### src/ldes_pkg.sv
// ****************************************************************
// shared constants of the loop converter error and status registers
// ****************************************************************
package ldes_pkg;

    // serial frame layout: rw flag, 7-bit address, 16-bit data
    localparam int FRAME_BITS = 24;
    localparam int RW_POS     = 23;
    localparam int ADDR_MSB   = 22;
    localparam int ADDR_LSB   = 16;
    localparam int DATA_MSB   = 15;
    localparam int LVL_MSB    = 15;
    localparam int LVL_LSB    = 8;

    // register addresses
    localparam logic [6:0] ADDR_FIRST    = 7'h01;
    localparam logic [6:0] ADDR_IDLE     = 7'h02;
    localparam logic [6:0] ADDR_UPPER    = 7'h07;
    localparam logic [6:0] ADDR_SRST     = 7'h08;
    localparam logic [6:0] ADDR_STAT     = 7'h09;
    localparam logic [6:0] ADDR_STAT_ALT = 7'h7f;

    // values
    localparam logic [15:0] UPPER_RST = 16'he800;
    localparam logic [15:0] SRST_KEY  = 16'hc33c;
    localparam logic [7:0]  UPPER_MIN = 8'h80;
    localparam logic [7:0]  LOW_ZERO  = 8'h00;
    localparam logic [2:0]  RES_CODE  = 3'h7;
    localparam logic [7:0]  ECHO_PAD  = 8'h00;

    // silence interval unit and the clock rate it is counted at
    localparam int CLK_HZ          = 20_000_000;
    localparam int TIMEOUT_UNIT_MS = 50;
    localparam int UNIT_CYCLES     = TIMEOUT_UNIT_MS * (CLK_HZ / 1000);

    // soft reset arming states
    typedef enum logic [1:0] {
        RS_IDLE  = 2'h1,
        RS_ARMED = 2'h2
    } ldes_rst_state_type;

    // addresses that count as a real register of the map
    function automatic logic addr_valid(input logic [6:0] a);
        addr_valid = ((a >= ADDR_FIRST) && (a <= ADDR_STAT)) || (a == ADDR_STAT_ALT);
    endfunction

    // either status alias
    function automatic logic addr_is_status(input logic [6:0] a);
        addr_is_status = (a == ADDR_STAT) || (a == ADDR_STAT_ALT);
    endfunction

endpackage

### src/ldes_spi_rx.sv
`timescale 1ns/1ps
// ****************************************************************
// serial frame receiver and readback shifter, oversampled by clk
// ****************************************************************
module ldes_spi_rx (
    input  wire logic                               clk,        // system clock
    input  wire logic                               nrst,       // async reset, low
    input  wire logic                               ce,         // clock enable
    input  wire logic                               cs_n,       // chip select pin, low
    input  wire logic                               sclk,       // serial clock pin
    input  wire logic                               sdi,        // serial data pin
    input  wire logic [ldes_pkg::FRAME_BITS-1:0]    rd_word,    // word for next frame
    input  wire logic                               rd_load,    // load rd_word
    output logic                                    frame_done, // pulse at frame end
    output logic                                    frame_ok,   // length multiple of 24
    output logic      [ldes_pkg::FRAME_BITS-1:0]    frame_word, // last 24 bits seen
    output logic                                    sdo         // serial data out
);
    import ldes_pkg::*;

    localparam int NSYNC = 3;
    localparam logic [4:0] CNT_LAST = 5'(FRAME_BITS - 1);
    localparam logic [4:0] CNT_ZERO = 5'h00;

    logic [NSYNC-1:0]      meta_r;
    logic [NSYNC-1:0]      sync_r;
    logic [NSYNC-1:0]      prev_r;
    logic [4:0]            cnt_r;
    logic                  got_r;
    logic [FRAME_BITS-1:0] shift_r;
    logic [FRAME_BITS-1:0] tx_r;
    logic                  done_r;
    logic                  ok_r;
    logic [FRAME_BITS-1:0] word_r;

    // bit 0 select, bit 1 clock, bit 2 data
    wire cs_act   = !sync_r[0];
    wire cs_fall  = !sync_r[0] && prev_r[0];
    wire cs_rise  = sync_r[0] && !prev_r[0];
    wire clk_rise = cs_act && sync_r[1] && !prev_r[1];
    wire clk_fall = cs_act && !sync_r[1] && prev_r[1];

    // pins come from the host domain: two flops before any logic
    always_ff @(posedge clk or negedge nrst) begin
        if (!nrst) begin
            meta_r <= '1;
            sync_r <= '1;
            prev_r <= '1;
        end else if (ce) begin
            meta_r <= {sdi, sclk, cs_n};
            sync_r <= meta_r;
            prev_r <= sync_r;
        end
    end

    // count modulo 24 so any whole multiple closes cleanly
    always_ff @(posedge clk or negedge nrst) begin
        if (!nrst) begin
            cnt_r   <= CNT_ZERO;
            got_r   <= 1'b0;
            shift_r <= '0;
        end else if (ce) begin
            if (cs_fall) begin
                cnt_r <= CNT_ZERO;
                got_r <= 1'b0;
            end else if (clk_rise) begin
                cnt_r   <= (cnt_r == CNT_LAST) ? CNT_ZERO : cnt_r + 5'h01;
                got_r   <= 1'b1;
                shift_r <= {shift_r[FRAME_BITS-2:0], sync_r[2]};
            end
        end
    end

    // frame result registered at select release
    always_ff @(posedge clk or negedge nrst) begin
        if (!nrst) begin
            done_r <= 1'b0;
            ok_r   <= 1'b0;
            word_r <= '0;
        end else if (ce) begin
            done_r <= cs_rise;
            if (cs_rise) begin
                ok_r   <= got_r && (cnt_r == CNT_ZERO);
                word_r <= shift_r;
            end
        end
    end

    // readback shifts on falling edges, so the host samples just before each fall
    always_ff @(posedge clk or negedge nrst) begin
        if (!nrst) begin
            tx_r <= '0;
        end else if (ce) begin
            if (rd_load) begin
                tx_r <= rd_word;
            end else if (clk_fall) begin
                tx_r <= {tx_r[FRAME_BITS-2:0], 1'b0};
            end
        end
    end

    assign frame_done = done_r;
    assign frame_ok   = ok_r;
    assign frame_word = word_r;
    assign sdo        = tx_r[FRAME_BITS-1];

endmodule

### src/ldes_regs.sv
`timescale 1ns/1ps
module ldes_regs #(
    parameter int TIMEOUT_UNIT_CYCLES = ldes_pkg::UNIT_CYCLES  // cycles per 50 ms
) (
    input  wire logic        clk,                   // 20 MHz clock
    input  wire logic        nrst,                  // async reset, low
    input  wire logic        ce,                    // clock enable, freezes state
    input  wire logic        spi_cs_n,              // serial select pin, low
    input  wire logic        spi_sclk,              // serial clock pin
    input  wire logic        spi_sdi,               // serial data in pin
    output logic             spi_sdo,               // serial data out pin
    input  wire logic        error_band_select_pin, // strap, high = upper band
    input  wire logic        loop_fault_in,         // analog loop fault, async
    input  wire logic [15:0] commanded_code,        // normal output code
    input  wire logic [7:0]  lower_level_byte,      // lower error level byte
    input  wire logic [2:0]  timeout_sel,           // silence interval setting
    input  wire logic        silence_report_mask,   // inhibit silence reporting
    input  wire logic        silence_code_mask,     // silence leaves code alone
    input  wire logic        retry_disable,         // hold error until status read
    output logic      [15:0] output_code,           // code to the converter
    output logic             fault_output_n,        // fault pin, low = fault
    output logic             soft_reset_pulse       // resets other registers
);
    import ldes_pkg::*;

    localparam int TW = $clog2(TIMEOUT_UNIT_CYCLES + 1);
    localparam logic [TW-1:0] TICK_LAST = TW'(TIMEOUT_UNIT_CYCLES - 1);
    localparam logic [TW-1:0] TICK_ZERO = '0;

    logic [1:0]            strap_sync_r;
    logic [1:0]            loop_sync_r;
    logic [15:0]           upper_r;
    logic [15:0]           upper_nxt;
    ldes_rst_state_type    rst_state_r;
    ldes_rst_state_type    rst_state_nxt;
    logic                  frame_sticky_r;
    logic                  loop_sticky_r;
    logic                  silent_r;
    logic                  loop_hold_r;
    logic [TW-1:0]         tick_r;
    logic [2:0]            unit_r;
    logic [15:0]           code_r;
    logic                  fault_n_r;
    logic                  srst_r;
    logic                  frame_done;
    logic                  frame_ok;
    logic [FRAME_BITS-1:0] frame_word;

    // ****************************************************************
    // frame decode
    // ****************************************************************
    wire [6:0]  f_addr     = frame_word[ADDR_MSB:ADDR_LSB];
    wire [15:0] f_data     = frame_word[DATA_MSB:0];
    wire [7:0]  f_level    = f_data[LVL_MSB:LVL_LSB];
    wire        f_read     = frame_word[RW_POS];
    wire        good_frame = frame_done && frame_ok;
    wire        any_write  = good_frame && !f_read;
    wire        valid_wr   = any_write && addr_valid(f_addr);
    wire        wr_upper   = any_write && (f_addr == ADDR_UPPER);
    wire        wr_key     = any_write && (f_addr == ADDR_SRST) && (f_data == SRST_KEY);
    wire        wr_idle    = any_write && (f_addr == ADDR_IDLE);
    // status is only read, a write there stores nothing
    wire        stat_read  = good_frame && f_read && addr_is_status(f_addr);
    wire        rd_any     = good_frame && f_read;
    wire        strap_s    = strap_sync_r[1];
    wire        loop_live  = loop_sync_r[1];
    wire        frame_set  = frame_done && !frame_ok;
    wire        tick_end   = (tick_r == TICK_LAST);
    wire        expire     = tick_end && (unit_r == timeout_sel);
    wire        do_srst    = (rst_state_r == RS_ARMED) && wr_idle;

    // live fault unlatched in bit 0
    wire [7:0]  status_w = {RES_CODE, strap_s, frame_sticky_r, silent_r, loop_sticky_r,
                            loop_live};

    // readback echo of the request followed by the register
    wire [15:0] rd_val   = addr_is_status(f_addr) ? {ECHO_PAD, status_w} :
                           (f_addr == ADDR_UPPER) ? upper_r : '0;
    wire [FRAME_BITS-1:0] rd_word = {frame_word[RW_POS:ADDR_LSB], rd_val};

    // ****************************************************************
    // serial receiver
    // ****************************************************************
    ldes_spi_rx u_rx (
        .clk        (clk),
        .nrst       (nrst),
        .ce         (ce),
        .cs_n       (spi_cs_n),
        .sclk       (spi_sclk),
        .sdi        (spi_sdi),
        .rd_word    (rd_word),
        .rd_load    (rd_any),
        .frame_done (frame_done),
        .frame_ok   (frame_ok),
        .frame_word (frame_word),
        .sdo        (spi_sdo)
    );

    // strap and fault come from outside, two flops each
    always_ff @(posedge clk or negedge nrst) begin
        if (!nrst) begin
            strap_sync_r <= '0;
            loop_sync_r  <= '0;
        end else if (ce) begin
            strap_sync_r <= {strap_sync_r[0], error_band_select_pin};
            loop_sync_r  <= {loop_sync_r[0], loop_fault_in};
        end
    end

    // ****************************************************************
    // upper error level and soft reset
    // ****************************************************************
    // reset key arms, the next write fires if it is an idle write
    // idle write alone changes no setting
    assign rst_state_nxt = !any_write ? rst_state_r :
                           wr_key     ? RS_ARMED    : RS_IDLE;

    // values below the minimum keep the old level
    assign upper_nxt = do_srst                         ? UPPER_RST :
                       (wr_upper && f_level >= UPPER_MIN) ? {f_level, LOW_ZERO} : upper_r;

    // power-on default of the upper level
    always_ff @(posedge clk or negedge nrst) begin
        if (!nrst) begin
            upper_r     <= UPPER_RST;
            rst_state_r <= RS_IDLE;
            srst_r      <= 1'b0;
        end else if (ce) begin
            upper_r     <= upper_nxt;
            rst_state_r <= rst_state_nxt;
            srst_r      <= do_srst;
        end
    end

    // ****************************************************************
    // sticky status flags
    // ****************************************************************
    // bad length sets, status read clears, set wins
    // any live fault since last read sets
    always_ff @(posedge clk or negedge nrst) begin
        if (!nrst) begin
            frame_sticky_r <= 1'b0;
            loop_sticky_r  <= 1'b0;
        end else if (ce) begin
            frame_sticky_r <= frame_set || (frame_sticky_r && !stat_read);
            loop_sticky_r  <= loop_live || (loop_sticky_r && !stat_read);
        end
    end

    // with retry off the error stays until a status read
    always_ff @(posedge clk or negedge nrst) begin
        if (!nrst) begin
            loop_hold_r <= 1'b0;
        end else if (ce) begin
            loop_hold_r <= retry_disable && (loop_live || (loop_hold_r && !stat_read));
        end
    end

    // ****************************************************************
    // link silence timer
    // ****************************************************************
    // trade-off: a short tick counter plus a 3-bit unit count, no wide span compare
    // counts whole 50 ms units up to setting plus one
    // every write restarts it, idle writes included
    always_ff @(posedge clk or negedge nrst) begin
        if (!nrst) begin
            tick_r <= TICK_ZERO;
            unit_r <= '0;
        end else if (ce) begin
            if (any_write || expire) begin
                tick_r <= TICK_ZERO;
                unit_r <= '0;
            end else if (tick_end) begin
                tick_r <= TICK_ZERO;
                unit_r <= unit_r + 3'h1;
            end else begin
                tick_r <= tick_r + 1'b1;
            end
        end
    end

    // expiry sets, only a valid write clears, expiry wins
    always_ff @(posedge clk or negedge nrst) begin
        if (!nrst) begin
            silent_r <= 1'b0;
        end else if (ce) begin
            silent_r <= expire || (silent_r && !valid_wr);
        end
    end

    // ****************************************************************
    // output code and fault pin
    // ****************************************************************
    // loop errors always count, silence only when unmasked
    // limitation: with retry on the code just follows the live fault, no retry timer
    wire err_now  = loop_live || loop_hold_r ||
                    (silent_r && !silence_report_mask && !silence_code_mask);
    // upper band replaces the code with level and zero low byte
    wire [15:0] code_nxt = !err_now ? commanded_code :
                           strap_s  ? {upper_r[LVL_MSB:LVL_LSB], LOW_ZERO} :
                                      {lower_level_byte, LOW_ZERO};

    // unmasked silence pulls the fault pin low
    always_ff @(posedge clk or negedge nrst) begin
        if (!nrst) begin
            code_r    <= '0;
            fault_n_r <= 1'b1;
        end else if (ce) begin
            code_r    <= code_nxt;
            fault_n_r <= !(silent_r && !silence_report_mask);
        end
    end

    assign output_code      = code_r;
    assign fault_output_n   = fault_n_r;
    assign soft_reset_pulse = srst_r;
endmodule

### config.mk
export PLATFORM = sky130hd
export DESIGN_NAME = ldes_regs
export DESIGN_NICKNAME = d
export VERILOG_FILES = /design/src/ldes_pkg.sv /design/src/ldes_spi_rx.sv /design/src/ldes_regs.sv
export SDC_FILE = /design/constraint.sdc
export NUM_CORES = 1
export LEC_CHECK = 0
export ABC_CLOCK_PERIOD_IN_PS = 4750
export CAP_MARGIN = 20
export CORE_ASPECT_RATIO = 1.5
export CORE_MARGIN = 2
export CORE_UTILIZATION = 45
export CTS_CLUSTER_SIZE = 20
export DETAILED_ROUTE_END_ITERATION = 10
export DONT_BUFFER_PORTS = 1
export PLACE_DENSITY = 0.71
export SYNTH_ARGS = -nofsm -noshare
export SYNTH_HDL_FRONTEND = slang
export SYNTH_SLANG_ARGS = --single-unit
### constraint.sdc
create_clock -name clk -period 4.75 [get_ports clk]
set_clock_uncertainty 0.15 [all_clocks]
set_input_delay 0.95 -clock clk [delete_from_list [all_inputs] [get_ports clk]]
set_output_delay 0.95 -clock clk [all_outputs]
set_load 0.03 [all_outputs]
-- Word-level counts from Yosys, hierarchy flattened
Cells that the tools add are included.
- add/sub/neg operators: 3
- order comparisons: 3
- equal/unequal tests: 10
- multiplexer cells: 18
- bitwise gates (word level): 1
- reduce and logical (&&, ||, !) cells: 60
- operator list (operator ; count):
    $mux 16 ; 6
    $mux 24 ; 2
    $mux 20 ; 2
    $logic_and 1x1->1 ; 28
    $add 20x1->20 const B ; 1
    $eq 20x20->1 const B ; 1
    $eq 16x16->1 const B ; 1
    $mux 5 ; 3
    $eq 7x4->1 const B ; 2
    $reduce_and 2->1 ; 6
    $logic_not 1->1 ; 11
    $logic_or 1x1->1 ; 9
    $ge 8x8->1 const B ; 1
    $reduce_bool 2->1 ; 4
    $eq 7x2->1 const B ; 1
    $eq 7x3->1 const B ; 1
    $eq 7x7->1 const B ; 1
    $ge 7x1->1 const B ; 1
    $le 7x4->1 const B ; 1
    $mux 3 ; 2
    $add 5x1->5 const B ; 1
    $eq 5x5->1 const B ; 1
    $logic_not 5->1 ; 1
    $add 3x1->3 const B ; 1
    other kinds (6) ; 7
- register bits: 155
- input port bits: 38
- word-level logic and storage cells: 118

-- Logic depth before layout (Yosys ltp)
Gate-level depths: netlist of the first run.
- depth after elaboration: 7
- gate-level depth with buffers: 6

-- Modules after synthesis
From an unflattened synthesis of the first run, not the netlist that was laid out.
- cells, all modules: 569
- area total of the unflattened synthesis: 7144.4 um^2
- modules (own cells, without submodules) (module ; times used ; cells each ; area each (um^2) ; seq. area each (um^2)):
    ldes_spi_rx ; 1 ; 238 ; 3754.9 ; 2212.1
    ldes_regs ; 1 ; 331 ; 3389.5 ; 1483.9

-- Worst setup path after synthesis of the first run
OpenSTA, ideal clock, no wires.
- kind: input -> register
- from: input port ce
- to: register tick_r[15]
- library setup time: 77 ps
- arrival: 2294 ps
- data required time: 4523 ps
- slack: 2229 ps
- cell stages on the path: 5
- path buffers: 1
- path through: nand4_1 > or3_1 > clkbuf_1 > or4_1 > a21oi_1
- RTL lines (element ; line ; text):
    from (decl) ; ldes_regs.sv:7 ; input wire logic ce,
    to (signal assigned) ; ldes_regs.sv:177 ; tick_r <= tick_r + 1'b1;
    to (decl) ; ldes_regs.sv:40 ; logic [TW-1:0] tick_r;

-- Worst setup path in the final report of the first run
- from: register tick_r[6]
- to: register unit_r[0]
- cells in the longest elaborated chain, start to end: 5
- elaborated cells between the ends (all ways): 6
- those cells by class: 1 x eq/ne; 1 x mux; 4 x reduce/logical
- RTL lines (element ; line ; text):
    $eq 20x20->1 * ; ldes_regs.sv:68 ; wire tick_end = (tick_r == TICK_LAST);
    $logic_and 1x1->1 ; ldes_regs.sv:69 ; wire expire = tick_end && (unit_r == timeout_sel);
    $logic_or 1x1->1 ; ldes_regs.sv:170 ; if (any_write || expire) begin
    $reduce_bool 2->1 (no source line) ; - ;
    $reduce_and 2->1 (no source line) ; - ;
    to (signal assigned) ; ldes_regs.sv:175 ; unit_r <= unit_r + 3'h1;
    to (decl) ; ldes_regs.sv:41 ; logic [2:0] unit_r;
Every way passes the cells marked *; elsewhere a longest branch is shown, timed or not.
A chain may end at the register's enable or synchronous reset.

==> results of run 1 <==
final timing paths:
path,start,endpoint,slack [ps]
worst min register to register,u_rx.tx_r[21],u_rx.tx_r[21],330
worst min-delay path,nrst,tick_r[13],70
worst max register to register,tick_r[6],unit_r[0],1980
max in group asynchronous,nrst,u_rx.meta_r[2],4010
worst max-delay path,tick_r[6],unit_r[0],1980
min in group clk,u_rx.tx_r[21],u_rx.tx_r[21],330
worst max-delay path, delay by kind of cell, from the launching register on:
kind	cells	cell delay (ps)
compound gates	1	730
mux	1	180
flops	1	420
simple gates	2	1130
metal layers:
layer / GRT usage [%] / vias to the layer above / part of all wire (%) / wire length [um]
met1: 20.2 / 2149 / 42 / 5310
met5: 0 / - / 0.10 / 13
li1: - / 2007 / - / -
met2: 30.1 / 60 / 53 / 6710
met4: 7.07 / 2 / 1.9 / 242
met3: 5.40 / 21 / 3.4 / 438
metrics by stage:
step	util, %	cell area (um^2)
finish	51.9	7300
global route	51.9	7300
CTS	51.9	7300
detailed placement	47.4	6670
global placement	47.4	6670
floorplan	-	6500
registers in the layout, indices dropped and copies added, names as in the netlist, 2 cells and up:
name and count:
loop_sync_r 2, output_code 16, rst_state_r 2, strap_sync_r 2, tick_r 20, u_rx.cnt_r 5
u_rx.frame_word 24, u_rx.meta_r 3, u_rx.prev_r 2, u_rx.shift_r 24, u_rx.sync_r 3, u_rx.tx_r 24
unit_r 3, upper_r 8
synthesized netlist by cell type, types with 6 or more instances:
| master | number |
|---|---|
| a21oi_1 | 11 |
| a221oi_1 | 8 |
| clkbuf_1 | 26 |
| dfrtp_1 | 133 |
| dfstp_2 | 14 |
| inv_1 | 17 |
| mux2_2 | 67 |
| mux2i_1 | 18 |
| nand2_1 | 56 |
| nand3_1 | 11 |
| nand4_1 | 8 |
| nor2_1 | 40 |
| nor4_1 | 7 |
| o21ai_0 | 33 |
| o2bb2ai_1 | 12 |
| or3_1 | 6 |
| xnor2_1 | 8 |
| xor2_1 | 7 |
where the power goes:
part,total [W],switching [W],internal [W],leakage (nW)
combinational,0.000351,0.000173,0.000177,0.979
clock,0.00142,0.000501,0.000919,0.307
sequential,0.00165,0.000202,0.00145,1.90
total,0.00342,0.000876,0.00255,3.19
cell families (layout without fill, tap and decap cells):
logic type | after synthesis | count (layout) | share of synthesized area, %
and+or+nand+nor | 162 | 162 | 12.4
DFF | 147 | 147 | 56.9
AOI/OAI and AO/OA | 99 | 99 | 10.8
muxes | 85 | 85 | 14.4
buffers and inverters | 45 | 53 | 2.72
xor gates and xnor gates | 15 | 15 | 2.02
adders and majority gates | 4 | 4 | 0.770
cell usage in the layout, fill, tap and decap left out, types with 6 or more instances in the layout:
cell type / n
dfrtp_1: 133
mux2_2: 67
nand2_1: 56
nor2_1: 40
o21ai_0: 32
mux2i_1: 18
inv_1: 17
clkbuf_16: 17
dfstp_2: 14
o2bb2ai_1: 12
nand3_1: 11
a21oi_1: 11
nand4_1: 8
a221oi_1: 8
xnor2_1: 8
xor2_1: 7
or3_1: 6
nor4_1: 6
final cells by class:
class                      count  area share (%)
sequential                   147            50.6
multi-input combinational    365            36.2
clock buffer                  23            6.55
tap                          192            3.29
clock inverter                 9            2.07
inverter                      17           0.874
timing repair buffer           4           0.411
==> out/metrics.yaml, run 1 <==
outcome: "complete, no violations"
synth_area_leaders: "dfrtp_1 (51%), mux2_2 (12%), dfstp_2 (5.7%)"
clkTransAtPathRegs_ps: 60
power.total_w: 0.00342
portBuffers: 0
wire_per_inst_um: 16.8
critPathRequiredTime_ps: 4860
core_um2: 14100
cts_root_buf: "clkbuf_16"
final_antenna_net_count: 0
postSynthNetCount: 599
grt_max_degree: 148
worstMarginPinSlew_ps: 970
leakage_nw: 3.19
syn_area_um2: 6500
grt-ovfl-total: 0
synth_flop_cell: "dfrtp_1"
synth_area_leader_cell: "dfrtp_1"
cts_max_level: 4
drive_gt1_share_pct: 21.8
initial_utilization_pct: 46.2
slew_headroom_pct: 35.3
rsz0062_at_grt: "false"
setup_tns_ps: 0
layout_setup_ws_ps: 1980
cp.arrival_ps: 2890
wl_um: 12700
clk_latency_ps: 420
path_cells: "or4b_1, or4_4, o31ai_4, mux2i_1"
clock-sinks: 147
grt_pass1_wl_um: 21000
ys_ff_latch: 147
yosysWarnings: 0
grt_pass1_vias: 4350
grtUsageTotal_pct: 17.5
drc: 0
fin_crit_sh_pct: 58.4
powerDensity_nw_per_um2: 469
cpPeakStageDelay_ps: 730
syn_inst: 557
nFillCells: 1193
cts_setup_buffers: 0
cts_hold_buf: 0
firstDrtPassIters: 4
cp_max_fo: 20
cts_tree: "done"
cp-start-kind: "register"
vdd_drop_max_v: 0.000257
first_iter_violations: 237
n_antenna_cell: 0
fin_cells: 757
cp-end-kind: "register"
clock.fmax_mhz: 361
layout.nets: 594
ys_seq_area_share_pct: 56.9
cts_resized: 0
postSynthAreaPerCell_um2: 11.7
synthArstFlopShare_pct: 100
io_pins: 57
criticalPathCategory: "reg2reg"
hpwl_um: 8450
synth.distinct_cells: 50
cts_max_path_buffers: 2
dieWidth_um: 102
placementRows: 53
gp_congestion: 0.815
multi_input_area_um2: 2640
synth-edff-count: 0
slew_viol_final: 0
setup_viol: 0
worstHoldPathType: "in2async"
period_needed_ps: 2770
cpMaxStageDelayCell: "o31ai_4"
die-area_um2: 15400
antenna_found_initial: 3
post_drt_via_cell_ratio: 5.60
cap_violations: 0
post-place-ws_ps: 1970
numCtsBuffers: 17
hold_viol: 0
syn_to_final_growth_pct: 12.3
synth_top_area_share_pct: 51.2
r2r_cells: 4
placed_cells: 725
die_h_um: 151
holdWs_ps: 67.0
ff_latch_area_um2: 3700
dr_total_vias: 4239
Power figures use the tool's default switching activity.
==> inputs of run 2 (changes only) <==
Settings changed: ABC_CLOCK_PERIOD_IN_PS 4750 to 2800.
Clock period 4.75 ns to 2.8 ns, I/O delays scaled along.
==> out/metrics.yaml, run 2 (synthesis gave the netlist of run 1 again) <==
first_iter_violations: 258  # +8.9%
drive_gt1_share_pct: 22.7  # +0.94 points
cp-end-kind: "register"
cp.arrival_ps: 2590  # -300 ps
core_um2: 14100  # unchanged
nFillCells: 1206  # +1.1%
cap_violations: 0  # unchanged
initial_utilization_pct: 46.2  # unchanged
rsz0062_at_grt: "false"
clkTransAtPathRegs_ps: 60  # about the same
dieWidth_um: 102  # unchanged
powerDensity_nw_per_um2: 773  # +65%
cts_resized: 0  # unchanged
dr_total_vias: 4206  # -0.78%
grt-ovfl-total: 0  # unchanged
leakage_nw: 3.17  # -0.56%
post_drt_via_cell_ratio: 5.53  # -1.2%
criticalPathCategory: "reg2reg"
clock.fmax_mhz: 408  # +13%
final_common_cell: "dfrtp_1"
setup_viol: 0  # unchanged
drc: 0  # unchanged
die_h_um: 151  # unchanged
hpwl_um: 8360  # -1.0%
holdWs_ps: -314  # -381 ps
firstDrtPassIters: 4  # unchanged
placementRows: 53  # unchanged
violations: "hold timing"
portBuffers: 0  # unchanged
fin_cells: 760  # +0.40%
r2r_end: "unit_r[2]"
clock-sinks: 147  # unchanged
cp-start-kind: "register"
post-place-ws_ps: 350  # -1620 ps
syn_to_final_growth_pct: 12.2
wl_um: 12400  # -2.4%
grtUsageTotal_pct: 17.3  # -0.24 points
outcome: "finished with violations"
placed_cells: 728  # +0.41%
layout.nets: 597  # +0.51%
final_antenna_net_count: 0  # unchanged
period_needed_ps: 2450  # -324 ps
worst_r2r_startpoint: "tick_r[6]"
grt_pass1_vias: 4439  # +2.0%
worstHoldPathType: "in2async"
cts_setup_buffers: 0  # unchanged
io_pins: 57  # unchanged
die-area_um2: 15400  # unchanged
fin_util_pct: 51.8  # -0.089 points
final_cell_mix: "dfrtp_1 (133), mux2_2 (67), nand2_1 (56), nor2_1 (40), o21ai_0 (32)"
vdd_drop_max_v: 0.000391  # +52%
grt_pass1_wl_um: 20900  # -0.76%
clk_latency_ps: 420  # about the same
numCtsBuffers: 17  # unchanged
cp_max_fo: 20  # unchanged
layout_setup_ws_ps: 352  # -1630 ps
r2r_cells: 5  # +1
n_antenna_cell: 0  # unchanged
worstMarginPinSlew_ps: 680  # -290 ps
r2r_setup_slack_ps: 350  # -1630 ps
slew_headroom_pct: 54.5  # +19 points
cts_max_path_buffers: 2  # unchanged
hold_viol: 147  # +147
critPathRequiredTime_ps: 2940  # -1920 ps
grt_max_degree: 148  # unchanged
cts_tree: "done"
wire_per_inst_um: 16.3  # -2.8%
setup_tns_ps: 0  # unchanged
fin_crit_sh_pct: 87.4  # +29 points
antenna_found_initial: 0  # -3
cts_root_buf: "clkbuf_16"
cts_max_level: 4  # unchanged
gp_congestion: 0.766  # -6.0%
slew_viol_final: 0  # unchanged
-- run 2: routing by layer --
metal / vias up / track usage [%] / share of wire [%]
met5: - / 0 / 0
met4: 0 / 6.87 / 1.5
met3: 15 / 4.89 / 3.3
met2: 74 / 29.9 / 54
met1: 2098 / 20.1 / 41
li1: 2019 / - / -
-- run 2: worst max-delay path by stage --
stage,from,endpoint,slack (ps),depth (start not counted)
after floorplan,tick_r[6],unit_r[1],580,5
after global placement,tick_r[6],unit_r[0],430,5
after detailed placement,tick_r[6],unit_r[2],350,5
after CTS,tick_r[6],unit_r[2],350,5
after global routing,tick_r[6],unit_r[2],270,5
final,tick_r[6],unit_r[2],350,5
-- run 2: area by class of cell --
type	instances	area (um^2)	area share, %
clock buffers	18	439	6.03
clock inverters	14	155	2.13
inverters	17	63.8	0.876
multi-input cells	365	2640	36.2
flip-flops and latches	147	3700	50.7
well taps	192	240	3.30
repair buffers	7	52.6	0.721
-- run 2: stage by stage --
stage	total power [W]	instance area, um^2
2_1_floorplan	0.00326	6500
3_3_place_gp	0.00338	6690
3_5_place_dp	0.00344	6690
4_1_cts	0.00569	7290
5_1_grt	0.00593	7290
6_report	0.00563	7290
-- run 2: critical path, stage by stage (launching register included) --
cell	delay, ps
dfrtp_1	410
or4b_1	550
or4_4	590
o31ai_4	220
buf_4	270
o21ai_0	130
-- run 2: power breakdown --
part           internal [W]  switching, W
clock               0.00134      0.000892
combinational      0.000307      0.000289
sequential          0.00246      0.000341
total               0.00411       0.00152
==> inputs of run 3 (changes only) <==
Settings changed: CELL_PAD_IN_SITES_DETAIL_PLACEMENT set to 0, CELL_PAD_IN_SITES_GLOBAL_PLACEMENT set to 1, PLACE_DENSITY 0.71 to 0.82.
==> out/metrics.yaml, run 3 (synthesis gave the netlist of run 1 again) <==
grt-ovfl-total: 0  # unchanged
criticalPathCategory: "reg2reg"
placementRows: 53  # unchanged
cts_tree: "done"
cts_setup_buffers: 0  # unchanged
hpwl_um: 8320  # -0.44%
io_pins: 57  # unchanged
r2r_end: "unit_r[0]"
drive_gt1_share_pct: 22.6  # -0.14 points
cp-end-kind: "register"
drc: 0  # unchanged
leakage_nw: 3.19  # +0.58%
gp_congestion: 0.764  # -0.35%
maxUsedRoutingLayer: "met4"
wl_um: 12600  # +1.5%
critPathRequiredTime_ps: 2950  # about the same
wire_per_inst_um: 16.6  # +1.6%
setup_viol: 0  # unchanged
grt_pass1_wl_um: 20600  # -1.1%
layout_setup_ws_ps: 371  # +18.9 ps
slew_viol_final: 0  # unchanged
fin_crit_sh_pct: 86.8  # -0.67 points
post_drt_via_cell_ratio: 5.55  # +0.30%
worstMarginPinSlew_ps: 706  # +25.7 ps
clkTransAtPathRegs_ps: 60  # about the same
cts_max_level: 4  # unchanged
antenna_found_initial: 0  # unchanged
multi_input_area_um2: 2640  # unchanged
swShare_pct: 26.6  # -0.42 points
final_common_cell: "dfrtp_1"
final_cell_mix: "dfrtp_1 (133), mux2_2 (67), nand2_1 (56), nor2_1 (40), o21ai_0 (32)"
met3_length_um: 389  # -4.7%
ff_latch_area_um2: 3700  # unchanged
rsz0062_at_grt: "false"
vdd_drop_max_v: 0.000444  # +14%
grt_max_degree: 148  # unchanged
powerDensity_nw_per_um2: 784  # +1.4%
die-area_um2: 15400  # unchanged
critPathLaunch: "tick_r[6]"
initial_utilization_pct: 46.2  # unchanged
core_um2: 14100  # unchanged
dr_total_vias: 4213  # +0.17%
p_comb_share_pct: 10.3  # -0.3 points
power_frac_seq_pct: 49.0  # -0.8 points
firstDrtPassIters: 4  # unchanged
r2r_setup_slack_ps: 370  # +20 ps
nFillCells: 1240  # +2.8%
power_switching_w: 0.00152  # about the same
cp_max_fo: 20  # unchanged
drt-met1-wl_um: 5210  # +2.5%
clkPwrFrac_pct: 40.7  # +1.0 points
cts_resized: 0  # unchanged
numCtsBuffers: 17  # unchanged
outcome: "finished with violations"
final_antenna_net_count: 0  # unchanged
clock.fmax_mhz: 412  # +0.78%
hold_viol: 147  # unchanged
post-place-ws_ps: 369  # +19.1 ps
cts_max_path_buffers: 2  # unchanged
crit_end: "unit_r[0]"
cts_root_buf: "clkbuf_16"
holdWs_ps: -316  # -1.77 ps
r2r_cells: 5  # unchanged
die_h_um: 151  # unchanged
worstHoldPathType: "in2async"
layout.nets: 596  # -0.17%
portBuffers: 0  # unchanged
dieWidth_um: 102  # unchanged
worst_r2r_startpoint: "tick_r[6]"
violations: "hold timing"
slew_headroom_pct: 53.0  # -1.6 points
grt_pass1_vias: 4259  # -4.1%
n_antenna_cell: 0  # unchanged
cap_violations: 0  # unchanged
first_iter_violations: 237  # -8.1%
syn_to_final_growth_pct: 12.4
intPower_w: 0.00420  # +2.2%
period_needed_ps: 2430  # -18.9 ps
clk_latency_ps: 420  # about the same
grtUsageTotal_pct: 17.3  # about the same
cp-start-kind: "register"
cp.arrival_ps: 2580  # about the same
wl_met2_um: 6700  # -0.33%
setup_tns_ps: 0  # unchanged
clock-sinks: 147  # unchanged
run 3: cell types whose count changed in the layout (fill, tap and decap cells not counted), sizes merged:
cell	change
bufinv	+1
clkinvlp	-3
buf	-1
inv	+2
run 3: critical path, cell delays in order, from the launching register on:
cell and delay [ps]:
dfrtp_1 410, or4b_1 540, or4_4 590, o31ai_4 230, buf_4 270, mux2i_1 110
run 3: area by class of cell:
class                      instances  share of cell area, %
tap                              192                   3.29
inverter                          17                  0.874
sequential                       147                   50.6
clock buffer                      18                   6.02
multi-input combinational        365                   36.2
timing repair buffer               6                  0.617
clock inverter                    14                   2.42
run 3: power by group through the flow:
stage / Sequential, W / Combinational (W) / Clock, W
4_1_cts: 0.00281 / 0.000601 / 0.00238
2_1_floorplan: 0.00275 / 0.000512 / 0
6_report: 0.00281 / 0.000591 / 0.00233
3_5_place_dp: 0.00283 / 0.000598 / 0
5_1_grt: 0.00285 / 0.000681 / 0.00248
3_3_place_gp: 0.00282 / 0.000565 / 0
run 3: metal layers:
layer	up-vias	GRT usage, %
met5	-	0
met4	0	7.00
met3	22	5.08
met2	58	29.7
met1	2121	20.1
li1	2012	-
run 3: worst min-delay path by stage:
stage,startpoint,end,slack [ps],depth (start not counted)
finish,nrst,tick_r[14],-320,0
global route,nrst,tick_r[0],-340,0
CTS,nrst,tick_r[13],-330,0
detailed placement,nrst,tick_r[12],120,0
global placement,nrst,tick_r[14],120,0
floorplan,nrst,frame_sticky_r,110,0
run 3: metrics by stage:
stage,power [W],utilization (%),hold slack (ps),cell area (um^2),std cells
after detailed placement,0.00343,47.5,119,6680,727
final,0.00573,51.9,-316,7300,759
after global placement,0.00338,47.5,120,6680,727
after global routing,0.00601,51.9,-338,7300,759
after floorplan,0.00326,-,114,6500,557
after CTS,0.00578,51.9,-330,7300,759
